[src/design/ssp_cfg.svh]
/*
  Constants for the synchronous serial port SPI master: mode codes, divider
  figures and reset values. Assumes inclusion by bare name, once per unit.
*/
`ifndef SSP_CFG_SVH
`define SSP_CFG_SVH
`define SSP_MODE_M_DIV4 4'h0
`define SSP_MODE_M_DIV16 4'h1
`define SSP_MODE_M_DIV64 4'h2
`define SSP_MODE_M_TMR2 4'h3
`define SSP_MODE_S_SS 4'h4
`define SSP_MODE_S_NOSS 4'h5
`define SSP_MODE_I2C_S7 4'h6
`define SSP_MODE_I2C_S10 4'h7
`define SSP_MODE_I2C_MDIV 4'h8
`define SSP_MODE_RSVD9 4'h9
`define SSP_MODE_M_ADD 4'ha
`define SSP_MODE_I2C_FW 4'hb
`define SSP_MODE_RSVDC 4'hc
`define SSP_MODE_RSVDD 4'hd
`define SSP_MODE_I2C_S7SP 4'he
`define SSP_MODE_I2C_S10SP 4'hf
// Half-period counts in system clocks, half the divide ratio less one
`define SSP_HALF_DIV4 10'h001
`define SSP_HALF_DIV16 10'h007
`define SSP_HALF_DIV64 10'h01f
`define SSP_BITS 4'h8
`define SSP_BUF_RESET 8'h00
`endif

[src/design/ssp_pkg.sv]
/*
  Types shared by the serial port files. Assumes ssp_cfg.svh alongside.
*/
package ssp_pkg;
  // Mode family decoded from the port mode code
  typedef enum logic [1:0] {SSP_FAM_MASTER, SSP_FAM_SLAVE, SSP_FAM_I2C, SSP_FAM_RSVD} ssp_fam_t;
  // Settings that steer the shifter
  typedef struct packed {
    logic [3:0] port_mode_code;
    logic clock_polarity_bit;
    logic clock_edge_bit;
    logic input_sample_phase_bit;
    logic [7:0] clock_divider_value;
  } ssp_cfg_t;
  // Status seen by software
  typedef struct packed {
    logic busy;
    logic rx_full;
    logic overflow;
    logic done_flag;
  } ssp_stat_t;
endpackage

[src/design/ssp_buf2.sv]
/*
  Two-entry valid/ready buffer for received bytes. Assumes one clock domain
  and active-low asynchronous reset.
*/
`timescale 1ns/1ps
module ssp_buf2
  import ssp_pkg::*;
#(
  parameter int WIDTH = 8
)(
  input wire logic clk,
  input wire logic nrst,
  input wire logic in_valid,
  output logic in_ready,
  input wire logic [WIDTH-1:0] in_data,
  output logic out_valid,
  input wire logic out_ready,
  output logic [WIDTH-1:0] out_data
);
  // Elaboration check: a zero-width word cannot be stored
  if (WIDTH < 1) $error("ssp_buf2 width must be positive");
  logic [WIDTH-1:0] mem [2]; // Storage words
  logic wp; // Write slot
  logic rp; // Read slot
  logic [1:0] cnt; // Words held
  logic push;
  logic pop;
  assign in_ready = (cnt != 2'h2);
  assign out_valid = (cnt != 2'h0);
  assign push = in_valid && in_ready;
  assign pop = out_valid && out_ready;
  assign out_data = mem[rp];
  ////////////////////////////////////////////////////////////////
  // Pointer and count tracking
  always_ff @(posedge clk or negedge nrst)
  begin
    if (!nrst)
    begin
      wp <= 1'b0;
      rp <= 1'b0;
      cnt <= 2'h0;
    end
    else
    begin
      if (push)
        wp <= ~wp;
      if (pop)
        rp <= ~rp;
      cnt <= cnt + {1'b0, push} - {1'b0, pop};
    end
  end
  // Word storage, no reset needed since valid gates it
  always_ff @(posedge clk)
  begin
    if (push)
      mem[wp] <= in_data;
  end
endmodule

[src/design/ssp_spi_master.sv]
/*
  Synchronous serial port in SPI master role: mode decode, bit clock
  selection, eight-bit full-duplex shifter and receive buffering.
  Assumes sdi and tmr2_match come from outside and are synchronised here;
  the I2C and SPI slave engines live elsewhere and only see the decode.
*/
`timescale 1ns/1ps
`include "ssp_cfg.svh"
module ssp_spi_master
  import ssp_pkg::*;
#(
  parameter int BUF_WIDTH = 8
)(
  input wire logic clk,
  input wire logic nrst,
  input wire ssp_cfg_t cfg,
  input wire logic enable,
  input wire logic wr_strobe,
  input wire logic [7:0] wr_data,
  output logic [7:0] xfer_buffer,
  output logic rx_valid,
  input wire logic rx_ready,
  output logic wr_ready,
  output ssp_stat_t status,
  output ssp_fam_t mode_family,
  output logic slave_select_used,
  output logic i2c_ten_bit,
  output logic i2c_start_stop_irq,
  output logic i2c_master,
  output logic i2c_firmware,
  input wire logic tmr2_match,
  input wire logic sdi,
  output logic sck,
  output logic sdo,
  output logic sdo_oe,
  input wire logic sdo_out_disable
);
  // Elaboration check: the shifter is fixed at eight bits
  if (BUF_WIDTH != 8) $error("ssp_spi_master needs 8-bit buffer");
  ////////////////////////////////////////////////////////////////
  // Mode decode helper, used for family and master checks
  function automatic ssp_fam_t fam_of(input logic [3:0] m);
    unique case (m)
      `SSP_MODE_M_DIV4, `SSP_MODE_M_DIV16, `SSP_MODE_M_DIV64,
      `SSP_MODE_M_TMR2, `SSP_MODE_M_ADD: fam_of = SSP_FAM_MASTER;
      `SSP_MODE_S_SS, `SSP_MODE_S_NOSS: fam_of = SSP_FAM_SLAVE;
      `SSP_MODE_I2C_S7, `SSP_MODE_I2C_S10, `SSP_MODE_I2C_MDIV, `SSP_MODE_I2C_FW,
      `SSP_MODE_I2C_S7SP, `SSP_MODE_I2C_S10SP: fam_of = SSP_FAM_I2C;
      default: fam_of = SSP_FAM_RSVD;
    endcase
  endfunction
  typedef enum logic [1:0] {SSP_IDLE, SSP_LEAD, SSP_TRAIL} ssp_state_t;
  ssp_state_t state; // Shifter phase
  logic [7:0] shift_register; // Full-duplex shifter
  logic [3:0] bit_cnt; // Bits remaining
  logic [9:0] half_cnt; // Half-period timer
  logic [9:0] half_len; // Selected half-period
  logic sdi_s1, sdi_s2; // Input synchroniser
  logic tm_s1, tm_s2, tm_d; // Timer match synchroniser
  logic tm_toggle; // Timer match divided by two
  logic tm_toggle_d;
  logic tick; // Half-period elapsed
  logic is_master;
  logic sample_bit; // Captured input bit
  logic rx_push;
  logic rx_in_ready;
  logic [7:0] rx_byte;
  logic [7:0] rx_out;
  assign is_master = enable && (fam_of(cfg.port_mode_code) == SSP_FAM_MASTER);
  ////////////////////////////////////////////////////////////////
  // Mode family outputs for the other engines
  assign mode_family = fam_of(cfg.port_mode_code);
  assign slave_select_used = (cfg.port_mode_code == `SSP_MODE_S_SS);
  assign i2c_ten_bit = (cfg.port_mode_code == `SSP_MODE_I2C_S10) ||
                       (cfg.port_mode_code == `SSP_MODE_I2C_S10SP);
  assign i2c_start_stop_irq = (cfg.port_mode_code == `SSP_MODE_I2C_S7SP) ||
                              (cfg.port_mode_code == `SSP_MODE_I2C_S10SP);
  assign i2c_master = (cfg.port_mode_code == `SSP_MODE_I2C_MDIV);
  assign i2c_firmware = (cfg.port_mode_code == `SSP_MODE_I2C_FW);
  ////////////////////////////////////////////////////////////////
  // Two-flop synchronisers for pins and timer match
  always_ff @(posedge clk or negedge nrst)
  begin
    if (!nrst)
    begin
      sdi_s1 <= 1'b0;
      sdi_s2 <= 1'b0;
      tm_s1 <= 1'b0;
      tm_s2 <= 1'b0;
      tm_d <= 1'b0;
    end
    else
    begin
      sdi_s1 <= sdi;
      sdi_s2 <= sdi_s1;
      tm_s1 <= tmr2_match;
      tm_s2 <= tm_s1;
      tm_d <= tm_s2;
    end
  end
  // Timer match halved: each half period is one match
  always_ff @(posedge clk or negedge nrst)
  begin
    if (!nrst)
    begin
      tm_toggle <= 1'b0;
      tm_toggle_d <= 1'b0;
    end
    else
    begin
      if (tm_s2 && !tm_d)
        tm_toggle <= ~tm_toggle;
      tm_toggle_d <= tm_toggle;
    end
  end
  ////////////////////////////////////////////////////////////////
  // Bit clock selection; divider value zero is left to software
  always_comb
  begin
    half_len = `SSP_HALF_DIV4;
    unique case (cfg.port_mode_code)
      `SSP_MODE_M_DIV16: half_len = `SSP_HALF_DIV16;
      `SSP_MODE_M_DIV64: half_len = `SSP_HALF_DIV64;
      // Half of 4*(n+1) clocks is 2n+2, counted from zero
      `SSP_MODE_M_ADD: half_len = {1'b0, cfg.clock_divider_value, 1'b1};
      default: half_len = `SSP_HALF_DIV4;
    endcase
  end
  // Tick from timer match edges or the half-period counter
  assign tick = (cfg.port_mode_code == `SSP_MODE_M_TMR2) ?
                (tm_toggle != tm_toggle_d) : (half_cnt == half_len);
  always_ff @(posedge clk or negedge nrst)
  begin
    if (!nrst)
      half_cnt <= 10'h000;
    else if (state == SSP_IDLE || tick)
      half_cnt <= 10'h000;
    else
      half_cnt <= half_cnt + 10'h001;
  end
  ////////////////////////////////////////////////////////////////
  // Shift engine: lead half then trail half per bit
  always_ff @(posedge clk or negedge nrst)
  begin
    if (!nrst)
    begin
      state <= SSP_IDLE;
      shift_register <= `SSP_BUF_RESET;
      bit_cnt <= 4'h0;
      sample_bit <= 1'b0;
      rx_push <= 1'b0;
    end
    else
    begin
      rx_push <= 1'b0;
      unique case (state)
        SSP_IDLE:
        begin
          // Master may start when software writes while wr_ready is high
          if (is_master && wr_strobe && wr_ready)
          begin
            shift_register <= wr_data;
            bit_cnt <= `SSP_BITS;
            state <= SSP_LEAD;
          end
        end
        SSP_LEAD:
        begin
          if (tick)
          begin
            // Middle-of-bit sample when phase bit clear
            // Limitation: the pin is seen two clocks late through the
            // synchroniser, so at the fastest rate only the end sample is safe
            if (!cfg.input_sample_phase_bit)
              sample_bit <= sdi_s2;
            state <= SSP_TRAIL;
          end
        end
        SSP_TRAIL:
        begin
          if (tick)
          begin
            // End-of-bit sample when phase bit set
            shift_register <= {shift_register[6:0],
                               cfg.input_sample_phase_bit ? sdi_s2 : sample_bit};
            bit_cnt <= bit_cnt - 4'h1;
            if (bit_cnt == 4'h1)
            begin
              rx_push <= 1'b1;
              state <= SSP_IDLE;
            end
            else
              state <= SSP_LEAD;
          end
        end
      endcase
    end
  end
  assign rx_byte = shift_register;
  ////////////////////////////////////////////////////////////////
  // Pin drive; edge bit set puts data out before first edge
  always_ff @(posedge clk or negedge nrst)
  begin
    if (!nrst)
    begin
      sck <= 1'b0;
      sdo <= 1'b0;
    end
    else
    begin
      if (state == SSP_IDLE)
        sck <= cfg.clock_polarity_bit;
      else if (state == SSP_LEAD)
        sck <= cfg.clock_polarity_bit ^ ~cfg.clock_edge_bit;
      else
        sck <= cfg.clock_polarity_bit ^ cfg.clock_edge_bit;
      // MSB first from the shifter
      sdo <= (state == SSP_IDLE) ? 1'b0 : shift_register[7];
    end
  end
  // Output can be released for receive-only use
  assign sdo_oe = is_master && !sdo_out_disable;
  ////////////////////////////////////////////////////////////////
  // Receive buffer; a full buffer holds off new writes
  ssp_buf2 #(.WIDTH(BUF_WIDTH)) u_rxbuf (
    .clk(clk),
    .nrst(nrst),
    .in_valid(rx_push),
    .in_ready(rx_in_ready),
    .in_data(rx_byte),
    .out_valid(rx_valid),
    .out_ready(rx_ready),
    .out_data(rx_out)
  );
  // Next write allowed only with room, so no byte is dropped
  assign wr_ready = (state == SSP_IDLE) && rx_in_ready && !rx_push;
  // Buffer register mirrors head of receive queue
  always_ff @(posedge clk or negedge nrst)
  begin
    if (!nrst)
      xfer_buffer <= `SSP_BUF_RESET;
    else
      xfer_buffer <= rx_valid ? rx_out : xfer_buffer;
  end
  // Status; done flag is set on completion, set wins over pop
  always_ff @(posedge clk or negedge nrst)
  begin
    if (!nrst)
      status <= '0;
    else
    begin
      status.busy <= (state != SSP_IDLE);
      status.rx_full <= rx_valid;
      status.overflow <= 1'b0;
      if (rx_push)
        status.done_flag <= 1'b1;
      else if (rx_valid && rx_ready)
        status.done_flag <= 1'b0;
    end
  end
endmodule

[config.mk]
export PLATFORM = sky130hd
export DESIGN_NAME = ssp_spi_master
export DESIGN_NICKNAME = d
export VERILOG_FILES = /design/src/design/ssp_pkg.sv /design/src/design/ssp_buf2.sv /design/src/design/ssp_spi_master.sv
export VERILOG_INCLUDE_DIRS = /design/src /design/src/design
export SDC_FILE = /design/constraint.sdc
export NUM_CORES = 1
export LEC_CHECK = 0
export ABC_CLOCK_PERIOD_IN_PS = 5100
export CORE_MARGIN = 5
export CORE_UTILIZATION = 30
export CTS_CLUSTER_SIZE = 25
export DETAILED_ROUTE_END_ITERATION = 16
export DONT_BUFFER_PORTS = 1
export GPL_TIMING_DRIVEN = 0
export SLEW_MARGIN = 20
export SYNTH_ARGS = -nofsm -noshare
export SYNTH_HDL_FRONTEND = slang
export SYNTH_HIERARCHICAL = 1
export SYNTH_SLANG_ARGS = --single-unit
[constraint.sdc]
create_clock -name clk -period 5.1 [get_ports clk]
set_clock_uncertainty 0.2 [all_clocks]
set_input_delay 0.51 -clock clk [delete_from_list [all_inputs] [get_ports clk]]
set_output_delay 0.51 -clock clk [all_outputs]
set_load 0.02 [all_outputs]
# After elaboration in Yosys (flattened, before gate mapping)

Memories as Yosys holds them, arrays and structs flattened. A register that Yosys moved wholly into a read port is not among the register bits.
Cells that the tools add are included.

Register bits: 42
Memory bits (writable): 16
Bits in read-only memories: 64
Input port bits: 31
Memories: 3

Add/sub/neg operators: 4
Equal/unequal tests: 19
Multiplexer cells: 25
Bitwise gates (word level): 7
Reductions and logical operators: 25

Memories:

| memory          | words | bits a word | read ports | clocked after Yosys merged registers in | write ports | RTL line             | RTL |
|---|---|---|---|---|---|---|---|
| (no name shown) | 16    | 2           | 1          | 0                                       | 0           | ssp_spi_master.sv:43 | `unique case (m)` |
| (no name shown) | 16    | 2           | 1          | 0                                       | 0           | ssp_spi_master.sv:43 |  |
| u_rxbuf.mem     | 2     | 8           | 1          | 1                                       | 1           | ssp_buf2.sv:22       | `logic [WIDTH-1:0] mem [2];` |

Operators by type and width:

| operator                                                            | number |
|---|---|
| 9-bit case mux with 3 select lines                                  | 1 |
| 4-bit == test (second input constant)                               | 5 |
| 8-bit two-way mux                                                   | 2 |
| 8-bit case mux with 2 select lines                                  | 1 |
| 1-bit two-way mux                                                   | 13 |
| 10-bit by 1-bit adder with 10-bit output (second input constant)    | 1 |
| 10-bit == test                                                      | 1 |
| 10-bit two-way mux                                                  | 1 |
| 1-bit logical AND                                                   | 9 |
| 3-bit AND reduction                                                 | 3 |
| 4-bit by 1-bit == test with 1-bit output (second input constant)    | 2 |
| 4-bit by 2-bit == test with 1-bit output (second input constant)    | 2 |
| 4-bit by 3-bit == test with 1-bit output (second input constant)    | 2 |
| 4-bit two-way mux                                                   | 2 |
| 4-bit case mux with 2 select lines                                  | 1 |
| 2-bit nonzero test                                                  | 4 |
| 2-bit two-way mux                                                   | 3 |
| 2-bit inequality test (second input constant)                       | 3 |
| 2-bit case mux with 3 select lines                                  | 1 |
| 1-bit NOT                                                           | 5 |
| 1-bit zero test                                                     | 4 |
| 2-bit zero test                                                     | 2 |
| 4-bit by 1-bit subtractor with 4-bit output (second input constant) | 1 |
| 1-bit logical OR                                                    | 3 |
| other kinds (7)                                                     | 8 |

# Longest topological paths before layout

Gate-level depths: netlist of run 1.
An unclocked memory read counts as a cell.

Depth in word-level cells: 7
Depth in mapped cells: 9

# Hierarchy

The synthesis of run 1 kept the hierarchy.

By module, submodules not included:

| module         | instances | cells an instance | area an instance (um^2) | seq. area each (um^2) |
|---|---|---|---|---|
| ssp_spi_master | 1         | 241               | 2401.1                  | 1151.1 |
| ssp_buf2       | 1         | 42                | 774.5                   | 580.6 |

# Worst setup path after synthesis of run 1

No wires, ideal clock.

Path type: input -> register
Start point: input cfg[11] (netlist bit)
End point: register sample_bit
Setup time: 0.125 ns
Data arrival time: 2.299 ns
Data required time: 4.775 ns
Slack: 2.476 ns
Stages: 9
Buffers on the path: 2
Cell sequence: buf_6 -> or3b_1 -> or4_1 -> o211ai_2 -> nand2_1 -> nor3_2 -> buf_4 -> o21ai_2 -> mux2_4

Word-level cells in the longest chain between the ends: 5
Elaborated cells on any way between the ends: 8

Ends and longest elaborated chain:

| what                                     | RTL line              | RTL |
|---|---|---|
| from (decl)                              | ssp_spi_master.sv:16  | `input wire ssp_cfg_t cfg,` |
| 4-bit == test (tied with other cells)    | ssp_spi_master.sv:121 | `unique case (cfg.port_mode_code)` |
| 9-bit case mux with 3 select lines       | ssp_spi_master.sv:121 |  |
| 10-bit == test                           | ssp_spi_master.sv:131 | `(tm_toggle != tm_toggle_d) : (half_cnt == half_len);` |
| 1-bit two-way mux (*)                    | ssp_spi_master.sv:130 | `` assign tick = (cfg.port_mode_code == `SSP_MODE_M_TMR2) ? `` |
| 3-bit AND reduction (no source line) (*) | --                    |  |
| to (signal assigned)                     | ssp_spi_master.sv:175 | `sample_bit <= sdi_s2;` |
| to (decl)                                | ssp_spi_master.sv:64  | `logic sample_bit;` |

Every way passes the cells marked *; elsewhere a longest branch is shown, timed or not.
A chain may end at the register's enable or synchronous reset.

# Final worst setup path of run 1

Start point: register state[0]
End point: register shift_register[0] (netlist: rx_byte[0])

Word-level cells in the longest chain between the ends: 6
Elaborated cells on any way between the ends: 10

Ends and longest elaborated chain:

| what                                                              | RTL line              | RTL |
|---|---|---|
| from (decl)                                                       | ssp_spi_master.sv:53  | `ssp_state_t state;` |
| from (signal assigned)                                            | ssp_spi_master.sv:147 | `state <= SSP_IDLE;` |
| from (signal assigned)                                            | ssp_spi_master.sv:164 | `state <= SSP_LEAD;` |
| from (signal assigned)                                            | ssp_spi_master.sv:176 | `state <= SSP_TRAIL;` |
| 2-bit zero test                                                   | ssp_spi_master.sv:236 | `assign wr_ready = (state == SSP_IDLE) && rx_in_ready && !rx_push;` |
| 1-bit logical AND (2 in a row)                                    | ssp_spi_master.sv:236 |  |
| via wr_ready                                                      | ssp_spi_master.sv:23  | `output logic wr_ready,` |
| 1-bit logical AND                                                 | ssp_spi_master.sv:160 | `if (is_master && wr_strobe && wr_ready)` |
| 2-bit by 1-bit inequality test with 1-bit output (no source line) | --                    |  |
| 3-bit AND reduction (no source line)                              | --                    |  |
| to (signal assigned)                                              | ssp_spi_master.sv:148 | `` shift_register <= `SSP_BUF_RESET; `` |
| to (signal assigned)                                              | ssp_spi_master.sv:162 | `shift_register <= wr_data;` |
| to (signal assigned)                                              | ssp_spi_master.sv:184 | `shift_register <= {shift_register[6:0],` |
| to (decl)                                                         | ssp_spi_master.sv:54  | `logic [7:0] shift_register;` |

The timed path passes the listed nets, and every way through them passes these cells.

==> impl_summary.log, run 1 <==
[metrics] gr usage total: 10.6%
[metrics] final core utilization: 35.1%
[metrics] ordered list of cells on the worst path: nor2_1 > inv_1 > nor3b_1 > nand3_1 > clkbuf_1 > nand3_1 > o221a_2 > nand2_1
[metrics] share of final-layout standard cells stronger than drive strength 1: 15.8%
[metrics] number of distinct standard cells referenced by the synthesized netlist: 52
[metrics] power share of the clock group: 28.6%
[metrics] antenna violations before repair: 0
[metrics] CTS tree: done
[metrics] DR iter-0 viols: 144
[metrics] share of total power in sequential cells: 45.5%
[metrics] critical-path cell with the highest stage delay: nor3b_1
[metrics] maximum number of pins on one net before global-route repair: 51
[metrics] H-tree depth reported by CTS: 3
[metrics] number of storage elements in the synthesis netlist: 66
[metrics] Fmax: 353 MHz
[metrics] sequential fraction of the synthesis area: 54.5%
[metrics] proportion of register bits with asynchronous set or reset after synthesis: 75.8%
[metrics] count of boundary I/O pins: 55
[metrics] total wire length after detailed routing: 6510 um
[metrics] Slew Limit Fails: 0
[metrics] Switching Fraction: 35.1%
[metrics] data arrival time of the worst path: 2.86 ns
[metrics] count of antenna-violating nets left after detailed routing: 0
[metrics] number of instances in the synthesized netlist: 283
[metrics] power density over the cells: 487 mW/mm^2
[metrics] minimum clock period: 2.83 ns
[metrics] global-route wire length before repair: 10700 um
[metrics] clock-pin slew reported for the worst setup and hold paths after clock tree synthesis: 0.07 ns
[metrics] final setup TNS: 0 ns
[metrics] top cell types by occurrence after synthesis: dfrtp_1 (50), nor2_1 (35), nand2_1 (23)
[metrics] final number of setup-violating endpoints: 0
[metrics] startpoint kind of the worst setup timing path: flop
[metrics] area of the placeable core: 0.0103 mm^2
[metrics] Slew Limit Headroom: 34.9%
[metrics] Hold WC Path Type: input pin to flop
[metrics] share of the synthesized area in the top cell type: 39.4%
[metrics] HPWL after detailed placement: 4620 um
[metrics] kind of cell adding the most delay to the critical path: simple AND/OR/NAND/NOR gates
[metrics] worst-margin pin slew: 0.963 ns
[metrics] number of sinks handled by clock tree synthesis: 66
[metrics] clock latency on the worst-skew pair: 0.34 ns
[metrics] height of the die: 113 um
[metrics] dominant cell type by count on the critical path: nand3_1
[metrics] # DRC: 0
[metrics] floorplan die width: 113 um
[metrics] highest ir drop seen on vdd: 0.162 mV
[metrics] Post-Syn Area per Cell: 11.2 um^2
[metrics] dominant synthesized flop cell: dfrtp_1
[metrics] required time at the endpoint of the critical path: 5.12 ns
[metrics] setup fix buffers added after clock tree synthesis: 0
[metrics] number of synthesis warnings: 6
[metrics] run status: completed
[metrics] count of port buffers added during placement: 0
[metrics] signed area change from the synthesized netlist to the final layout: 14.2%
[metrics] Cell Int Power: 1.15 mW
[metrics] switching power summed over all nets: 0.621 mW
[metrics] part of the power in combinational logic: 26.0%
[metrics] NumNets Final: 334
[metrics] via density per instance: 4.79
[metrics] Worst setup EP type: flop
[metrics] standby leakage power: 1.50 nW
[metrics] number of flops mapped to enable cells by yosys: 16
[metrics] detailed-routing iteration count for the pre-antenna-repair pass: 4
[metrics] number of nets produced by synthesis: 319
[metrics] antenna cells: 0
[metrics] number of maximum-capacitance constraint violations: 0
[metrics] via count of the first global-routing pass: 2101
[metrics] Final Cycle Share: 55.6%
[metrics] top cells by area in the synthesized netlist: dfrtp_1 (39%), edfxtp_1 (15%), nor2_1 (4.1%)
[metrics] total clock buffers created by CTS: 9
[metrics] cell type contributing the most total cell area after synthesis: dfrtp_1
[metrics] cell area after technology mapping: 0.00318 mm^2
[metrics] most common cell in the synthesized netlist: dfrtp_1
[metrics] global-route congestion overflow total: 0
[metrics] total number of vias: 2101
[metrics] RSZ-0062 raised after global routing: no
[metrics] Routability Congestion: 0.764
[metrics] cell at the root of the clock tree: clkbuf_8
[metrics] initial core utilization: 30.8%
[metrics] die outline area: 0.0127 mm^2
[metrics] maximum clock path buffer count: 2
[metrics] Largest stage delay, worst path: 0.68 ns
[metrics] number of buffer and inverter stages on the critical path: 2
[metrics] final-report hold violation count: 0
[metrics] start-to-end type of the worst setup path: flop to flop
[metrics] row count: 37
[metrics] Routed WL per cell: 14.8 um
[metrics] worst-path maximum fanout: 10
==> what timing repair did <==
item,CTS,global route
hold buffers,4,0
hold endpoints to repair,52,0
endpoints found under the setup margin,0,0
gates resized for setup,0,0
==> stage by stage <==
step	setup WS [ns]	cell area (um^2)	cells	hold slack [ns]	power, mW
after detailed placement	2.17	3350	419	0.0160	1.27
after global placement	2.23	3350	419	0.0164	1.25
final	2.27	3630	439	0.0488	1.77
after floorplan	2.48	3180	283	0.0144	1.17
after CTS	2.16	3630	439	0.0317	1.79
after global routing	1.99	3630	439	0.0272	1.88
==> final timing paths <==
check                                startpoint                         end  slack (ns)  depth (start not counted)
max reg2reg                state[0]$_DFFE_PN0P_      rx_byte[0]$_DFFE_PN0P_        2.27                          8
min reg2reg                    sdi_s1$_DFF_PN0_            sdi_s2$_DFF_PN0_        0.15                          0
max                        state[0]$_DFFE_PN0P_      rx_byte[0]$_DFFE_PN0P_        2.27                          8
min in group asynchronous                  nrst  xfer_buffer[6]$_DFFE_PN0P_        0.50                          2
max in group asynchronous                  nrst      bit_cnt[2]$_DFFE_PN0P_        3.98                          2
min                                     cfg[10]               sck$_DFF_PN0_        0.05                          1
==> power by group through the flow <==
stage / Sequential, mW / Combinational [mW] / Clock, mW
2_1_floorplan: 0.788 / 0.377 / 0
3_3_place_gp: 0.812 / 0.442 / 0
3_5_place_dp: 0.817 / 0.454 / 0
4_1_cts: 0.807 / 0.470 / 0.515
5_1_grt: 0.822 / 0.518 / 0.542
6_report: 0.804 / 0.459 / 0.505
==> cell families (layout without fill, tap and decap cells) <==
| group | Yosys count | after routing | share of synthesized area (%) |
|---|---|---|---|
| AO/OA/AOI/OAI | 38 | 38 | 9.30 |
| XOR/XNOR | 20 | 20 | 5.52 |
| adder cells (fa/ha/maj) | 5 | 5 | 1.97 |
| buffers and inverters | 22 | 42 | 3.19 |
| flip-flops | 66 | 66 | 54.5 |
| multiplexers | 22 | 22 | 7.72 |
| other | 1 | 1 | 0.118 |
| AND/OR/NAND/NOR | 109 | 109 | 17.7 |
==> metal layers <==
layer / vias up / wire length, um / global-route usage [%]
met1: 1019 / 2880 / 13.1
met2: 46 / 3160 / 16.9
met4: 0 / 89 / 4.33
li1: 1029 / - / -
met5: - / 0 / 0
met3: 7 / 376 / 3.90
==> sequential cells by signal, summed over array words and instances, names as in the netlist, 2 cells and up <==
signal and flops:
u_rxbuf/mem 16, xfer_buffer 8, status 3, state 2
half_cnt 10, bit_cnt 4, rx_byte 8, u_rxbuf/cnt 2
==> cells in the final DEF (no fill, tap or decap), types with 3 or more instances in the layout <==
master / n
a21oi_1: 9
a31oi_1: 3
and3_1: 5
buf_2: 3
clkbuf_1: 8
clkbuf_8: 9
dfrtp_1: 50
dlygate4sd3_1: 3
edfxtp_1: 16
ha_1: 5
inv_1: 8
mux2_1: 8
mux2_2: 8
mux2i_1: 5
nand2_1: 23
nand2b_1: 6
nand3_1: 10
nor2_1: 35
nor2b_1: 4
nor3b_1: 5
o21ai_0: 6
o221a_2: 8
or3_1: 3
xnor2_1: 11
xor2_1: 9
==> cell type report <==
type                            instances  area, um^2
Fill cell                            1033        6700
Timing Repair Buffer                    4        57.6
Inverter                                8        30.0
Tap cell                              136         170
Clock buffer                            9         124
Sequential cell                        66        1730
Multi-Input combinational cell        195        1340
Buffer                                 14        71.3
Clock inverter                          7         100
Power figures use the tool's default switching activity.
==> run 2: changes to the inputs <==
ABC_CLOCK_PERIOD_IN_PS = 2910   (was 5100)
clock period = 2.91 ns   (was 5.1 ns; I/O delays follow)
==> run 2 against run 1 <==
  * Combinational power grew 81%
  * Via count rose by 1.5%
  * Count of clock-buffer cells in the layout did not move
  * Final cell count up 1.8%
  * Die area unchanged
  * First-iteration DRC count grew 6.3%
  * Global-route usage about the same
  * Sequential power increased by 75%
  * Clock power up 74%
  * Worst hold slack got worse by 0.026 ns
  * Power up 76%
  * Critical path depth did not move
  * Critical endpoint unchanged
  * Largest power group unchanged
==> impl_summary.log, run 2 (synthesized netlist as in run 1, its figures left out) <==
[metrics] HPWL after detailed placement: 4620 um
[metrics] R2R Setup Slk: 0.41 ns
[metrics] Slew Limit Headroom: 34.9%
[metrics] number of maximum-capacitance constraint violations: 0
[metrics] number of flip-flops under the largest register name: 16
[metrics] final core utilization: 36.0%
[metrics] power share of the clock group: 28.2%
[metrics] leading registers by flop count: u_rxbuf/mem (16), half_cnt (10)
[metrics] count of port buffers added during placement: 0
[metrics] highest ir drop seen on vdd: 0.295 mV
[metrics] total number of vias: 2132
[metrics] Reg with most FFs: u_rxbuf/mem
[metrics] global-route wire length before repair: 10700 um
[metrics] count of antenna-violating nets left after detailed routing: 0
[metrics] global-route congestion overflow total: 0
[metrics] Cell Int Power: 2.03 mW
[metrics] depth of the worst register-to-register path: 8
[metrics] total wire length after detailed routing: 6540 um
[metrics] CTS tree: done
[metrics] ordered list of cells on the worst path: nor2_1 > inv_1 > nor3b_2 > nand3_1 > clkbuf_1 > nand3_1 > o221a_2 > nand2_1
[metrics] clock latency on the worst-skew pair: 0.34 ns
[metrics] signed area change from the synthesized netlist to the final layout: 16.9%
[metrics] total area of sequential cells: 0.00173 mm^2
[metrics] count of boundary I/O pins: 55
[metrics] row count: 37
[metrics] # DRC: 0
[metrics] H-tree depth reported by CTS: 3
[metrics] detailed-routing iteration count for the pre-antenna-repair pass: 4
[metrics] via density per instance: 4.77
[metrics] critical-path cell with the highest stage delay: dfrtp_1
[metrics] final number of setup-violating endpoints: 0
[metrics] Routed WL per cell: 14.6 um
[metrics] share of total power in sequential cells: 45.1%
[metrics] Hold WC Path Type: input pin to flop
[metrics] share of final-layout standard cells stronger than drive strength 1: 15.8%
[metrics] minimum clock period: 2.50 ns
[metrics] depth of the worst hold-timing path: 3
[metrics] area of the placeable core: 0.0103 mm^2
[metrics] fin worst setup slack: 0.411 ns
[metrics] Total Power Consumption: 3.12 mW
[metrics] worst-path maximum fanout: 10
[metrics] placed cell count: 419
[metrics] Largest stage delay, worst path: 0.42 ns
[metrics] run status: completed
[metrics] Final Cycle Share: 85.9%
[metrics] antenna cells: 0
[metrics] Slew Limit Fails: 0
[metrics] dominant cell type by count on the critical path: nand3_1
[metrics] total clock buffers created by CTS: 9
[metrics] power density over the cells: 840 mW/mm^2
[metrics] number of sinks handled by clock tree synthesis: 66
[metrics] standby leakage power: 1.53 nW
[metrics] gr usage total: 10.7%
[metrics] placed cell area: 0.00335 mm^2
[metrics] via count of the first global-routing pass: 2113
[metrics] required time at the endpoint of the critical path: 2.93 ns
[metrics] RSZ-0062 raised after global routing: no
[metrics] commonest non-fill, non-tap cells in the layout: dfrtp_1 (50), nor2_1 (35), nand2_1 (23)
[metrics] Final Non-Filler Cells: 447
[metrics] hold-critical path endpoint: rx_byte[7]$_DFFE_PN0P_
[metrics] final setup TNS: 0 ns
[metrics] number of filler cells placed in the layout: 1027
[metrics] clock-pin slew reported for the worst setup and hold paths after clock tree synthesis: 0.07 ns
[metrics] HP Start: wr_data[7]
[metrics] antenna violations before repair: 0
[metrics] startpoint kind of the worst setup timing path: flop
[metrics] Critical R2R Capture: rx_byte[0]$_DFFE_PN0P_
[metrics] height of the die: 113 um
[metrics] Routability Congestion: 0.764
[metrics] start-to-end type of the worst setup path: flop to flop
[metrics] maximum clock path buffer count: 2
[metrics] most common library cell in the layout ignoring fill and taps: dfrtp_1
[metrics] setup fix buffers added after clock tree synthesis: 0
[metrics] maximum number of pins on one net before global-route repair: 51
[metrics] part of the power in combinational logic: 26.6%
[metrics] die outline area: 0.0127 mm^2
[metrics] DR iter-0 viols: 153
[metrics] Critical R2R Launch: state[0]$_DFFE_PN0P_
[metrics] Hold Worst Slack: 0.0230 ns
[metrics] initial core utilization: 30.8%
[metrics] setup slack after placement: -0.0162 ns
[metrics] Worst setup EP type: flop
[metrics] floorplan die width: 113 um
[metrics] worst-margin pin slew: 0.963 ns
[metrics] Fmax: 400 MHz
[metrics] Switching Fraction: 35.0%
[metrics] post-route cell area: 0.00371 mm^2
[metrics] final-report hold violation count: 0
[metrics] cell at the root of the clock tree: clkbuf_8
[metrics] switching power summed over all nets: 1.09 mW
[metrics] data arrival time of the worst path: 2.52 ns
[metrics] NumNets Final: 342
[metrics] area occupied by multi-input gates: 0.00135 mm^2
run 2: cell count changes in the layout (fill, tap and decap cells not counted), sizes merged:
cell and delta:
dlygate4sd3 +8
run 2: timing repair:
item                                    4_1_cts  5_1_grt
resized for setup                             1        0
hold buffers                                 11        1
endpoints found under the setup margin        2        0
endpoints found under the hold margin        59        1
run 2: final cells by class:
cell class / count / share of cell area [%]
flip-flops and latches: 66 / 46.6
repair buffers: 12 / 3.71
well taps: 136 / 4.58
clock buffers: 9 / 3.34
clock inverters: 7 / 2.70
multi-input cells: 195 / 36.3
inverters: 8 / 0.809
plain buffers: 14 / 1.92
run 2: worst max-delay path by stage:
stage,start,to,slack (ns),depth (start not counted)
detailed placement,state[0]$_DFFE_PN0P_,rx_byte[0]$_DFFE_PN0P_,-0.02,8
CTS,state[1]$_DFFE_PN0P_,rx_byte[0]$_DFFE_PN0P_,0.33,8
finish,state[0]$_DFFE_PN0P_,rx_byte[0]$_DFFE_PN0P_,0.41,8
global placement,state[1]$_DFFE_PN0P_,rx_byte[0]$_DFFE_PN0P_,0.04,8
global route,state[1]$_DFFE_PN0P_,rx_byte[0]$_DFFE_PN0P_,0.16,8
floorplan,cfg[11],sample_bit$_DFFE_PN0P_,0.50,9
run 2: routing by layer:
| metal | routed length, um | global-route usage (%) |
|---|---|---|
| met1 | 2940 | 13.2 |
| met2 | 3150 | 16.9 |
| met3 | 345 | 3.74 |
| met4 | 103 | 4.33 |
| met5 | 0 | 0 |
run 2: power groups by stage:
stage / clock, mW / sequential, mW / combinational (mW)
floorplan: 0 / 1.38 / 0.661
global placement: 0 / 1.42 / 0.774
detailed placement: 0 / 1.43 / 0.796
CTS: 0.903 / 1.41 / 0.846
global route: 0.949 / 1.44 / 0.934
finish: 0.881 / 1.41 / 0.830
run 2: worst max-delay path: cells and delay by family (launching register included):
kind                   cells  cell delay (ns)
DFF                        1             0.42
AOI/OAI and AO/OA          1             0.17
and+or+nand+nor            5             1.18
buffers and inverters      2             0.40
==> run 3: changes to the inputs <==
CELL_PAD_IN_SITES_DETAIL_PLACEMENT = 1   (was default)
CELL_PAD_IN_SITES_GLOBAL_PLACEMENT = 2   (was default)
PLACE_DENSITY_LB_ADDON = 0.1   (was default)
==> run 3 against run 2 <==
  * Wire length grew 13%
  * Via count increased by 2.2%
  * Register-to-register slack lost 0.15 ns
  * Fmax shrank 5.5%
  * Highest routed layer unchanged
  * Utilization down 0.69 points
  * Worst hold slack about the same
  * Critical path type unchanged
==> impl_summary.log, run 3 (synthesized netlist as in run 1, its figures left out) <==
[metrics] detailed-routing iteration count for the pre-antenna-repair pass: 4
[metrics] kind of cell adding the most delay to the critical path: simple AND/OR/NAND/NOR gates
[metrics] height of the die: 113 um
[metrics] part of the power in combinational logic: 27.8%
[metrics] placed cell area: 0.00335 mm^2
[metrics] initial core utilization: 30.8%
[metrics] worst-margin pin slew: 0.974 ns
[metrics] via density per instance: 4.92
[metrics] Worst setup EP type: flop
[metrics] antenna violations before repair: 0
[metrics] count of boundary I/O pins: 55
[metrics] Hold WC Path Type: input pin to flop
[metrics] # DRC: 0
[metrics] Reg with most FFs: u_rxbuf/mem
[metrics] HPWL after detailed placement: 5150 um
[metrics] final-report hold violation count: 0
[metrics] area of the placeable core: 0.0103 mm^2
[metrics] Slew Limit Fails: 0
[metrics] global-route congestion overflow total: 0
[metrics] DR iter-0 viols: 60
[metrics] start-to-end type of the worst setup path: flop to flop
[metrics] count of antenna-violating nets left after detailed routing: 0
[metrics] number of maximum-capacitance constraint violations: 0
[metrics] cell at the root of the clock tree: clkbuf_8
[metrics] Routed WL per cell: 16.7 um
[metrics] number of flip-flops under the largest register name: 16
[metrics] Routability Congestion: 0.718
[metrics] number of filler cells placed in the layout: 1142
[metrics] global-route wire length before repair: 12400 um
[metrics] NumNets Final: 338
[metrics] switching power summed over all nets: 1.10 mW
[metrics] Slew Limit Headroom: 34.2%
[metrics] clock latency on the worst-skew pair: 0.34 ns
[metrics] final core utilization: 35.3%
[metrics] startpoint kind of the worst setup timing path: flop
[metrics] required time at the endpoint of the critical path: 2.94 ns
[metrics] total number of vias: 2179
[metrics] Fmax: 378 MHz
[metrics] via count of the first global-routing pass: 2398
[metrics] dominant cell type by count on the critical path: nor2_1
[metrics] commonest non-fill, non-tap cells in the layout: dfrtp_1 (50), nor2_1 (35), nand2_1 (23)
[metrics] data arrival time of the worst path: 2.68 ns
[metrics] leading registers by flop count: u_rxbuf/mem (16), half_cnt (10)
[metrics] minimum clock period: 2.64 ns
[metrics] final number of setup-violating endpoints: 0
[metrics] setup fix buffers added after clock tree synthesis: 0
[metrics] most common library cell in the layout ignoring fill and taps: dfrtp_1
[metrics] run status: completed
[metrics] ordered list of cells on the worst path: nor2_1 > inv_1 > nor3b_2 > nand3_1 > clkbuf_1 > nor2_1 > a21oi_1 > o221a_2
[metrics] Final Cycle Share: 90.9%
[metrics] highest ir drop seen on vdd: 0.300 mV
[metrics] clock-pin slew reported for the worst setup and hold paths after clock tree synthesis: 0.08 ns
[metrics] floorplan die width: 113 um
[metrics] standby leakage power: 1.50 nW
[metrics] number of sinks handled by clock tree synthesis: 66
[metrics] share of final-layout standard cells stronger than drive strength 1: 15.6%
[metrics] H-tree depth reported by CTS: 3
[metrics] CTS tree: done
[metrics] Cell Int Power: 1.93 mW
[metrics] power share of the clock group: 25.6%
[metrics] total wire length after detailed routing: 7410 um
[metrics] maximum clock path buffer count: 2
[metrics] antenna cells: 0
[metrics] total clock buffers created by CTS: 9
[metrics] power density over the cells: 832 mW/mm^2
[metrics] share of total power in sequential cells: 46.5%
[metrics] maximum number of pins on one net before global-route repair: 51
[metrics] number of buffer and inverter stages on the critical path: 2
[metrics] Switching Fraction: 36.3%
[metrics] signed area change from the synthesized netlist to the final layout: 14.7%
[metrics] final setup TNS: 0 ns
[metrics] gr usage total: 12.2%
[metrics] worst-path maximum fanout: 10
[metrics] count of port buffers added during placement: 0
[metrics] die outline area: 0.0127 mm^2
[metrics] post-route cell area: 0.00364 mm^2
[metrics] RSZ-0062 raised after global routing: no
[metrics] Largest stage delay, worst path: 0.47 ns
[metrics] row count: 37
[metrics] critical-path cell with the highest stage delay: nor3b_2
[metrics] Hold Worst Slack: 0.0235 ns
-- run 3: cell types whose count changed in the layout (fill, tap and decap cells not counted), sizes merged --
| cell | before | now |
|---|---|---|
| dlygate4sd3 | 11 | 7 |
| inv | 10 | 9 |
| clkinv | 3 | 4 |
| bufinv | 2 | 1 |
| clkinvlp | 0 | 1 |
-- run 3: timing repair --
item | 4_1_cts | 5_1_grt
gates resized for setup | 1 | 0
hold buffers | 8 | 0
endpoints found under the setup margin | 9 | 0
endpoints found under the hold margin | 56 | 0
-- run 3: per-layer routing --
layer	wire length (um)	up-vias	GRT usage [%]
met3	302	11	2.89
met5	0	-	0
li1	-	1032	-
met2	3630	35	20.6
met4	108	0	4.57
met1	3370	1101	15.2
-- run 3: worst paths after layout --
kind	start	cells after the start	endpoint	slack, ns
setup / recovery	state[1]$_DFFE_PN0P_	8	rx_byte[1]$_DFFE_PN0P_	0.27
hold / removal	wr_data[3]	3	rx_byte[3]$_DFFE_PN0P_	0.02
setup reg to reg	state[1]$_DFFE_PN0P_	8	rx_byte[1]$_DFFE_PN0P_	0.27
min in group asynchronous	nrst	2	xfer_buffer[2]$_DFFE_PN0P_	0.27
max in group asynchronous	nrst	2	half_cnt[6]$_DFF_PN0_	2.00
hold reg to reg	sdi_s1$_DFF_PN0_	0	sdi_s2$_DFF_PN0_	0.15
-- run 3: power groups by stage --
stage	logic, mW	clock network [mW]	registers [mW]
6_report	0.843	0.777	1.41
5_1_grt	0.956	0.858	1.45
4_1_cts	0.865	0.808	1.42
3_5_place_dp	0.817	0	1.44
3_3_place_gp	0.805	0	1.43
2_1_floorplan	0.661	0	1.38
-- run 3: layout make-up --
cell class,instances,area (um^2),area share (%)
multi-input combinational,195,1350,37.0
tap,136,170,4.67
inverter,8,30.0,0.825
timing repair buffer,8,97.6,2.68
clock buffer,9,124,3.40
buffer,14,71.3,1.96
sequential,66,1730,47.6
clock inverter,7,68.8,1.89
-- run 3: per-stage QoR --
step                      instances  power, mW  setup WS (ns)
after floorplan                 283       2.04          0.505
after global placement          419       2.24        -0.0674
after detailed placement        419       2.25         -0.130
after CTS                       443       3.09          0.239
after global routing            443       3.26         0.0833
final                           443       3.03          0.266
-- run 3: worst reg2reg max path, cell delays in order, from the launching register on --
cell and delay [ns]:
dfrtp_1 0.43, nor2_1 0.22, inv_1 0.11, nor3b_2 0.47, nand3_1 0.36, clkbuf_1 0.32, nor2_1 0.23, a21oi_1 0.06
o221a_2 0.14
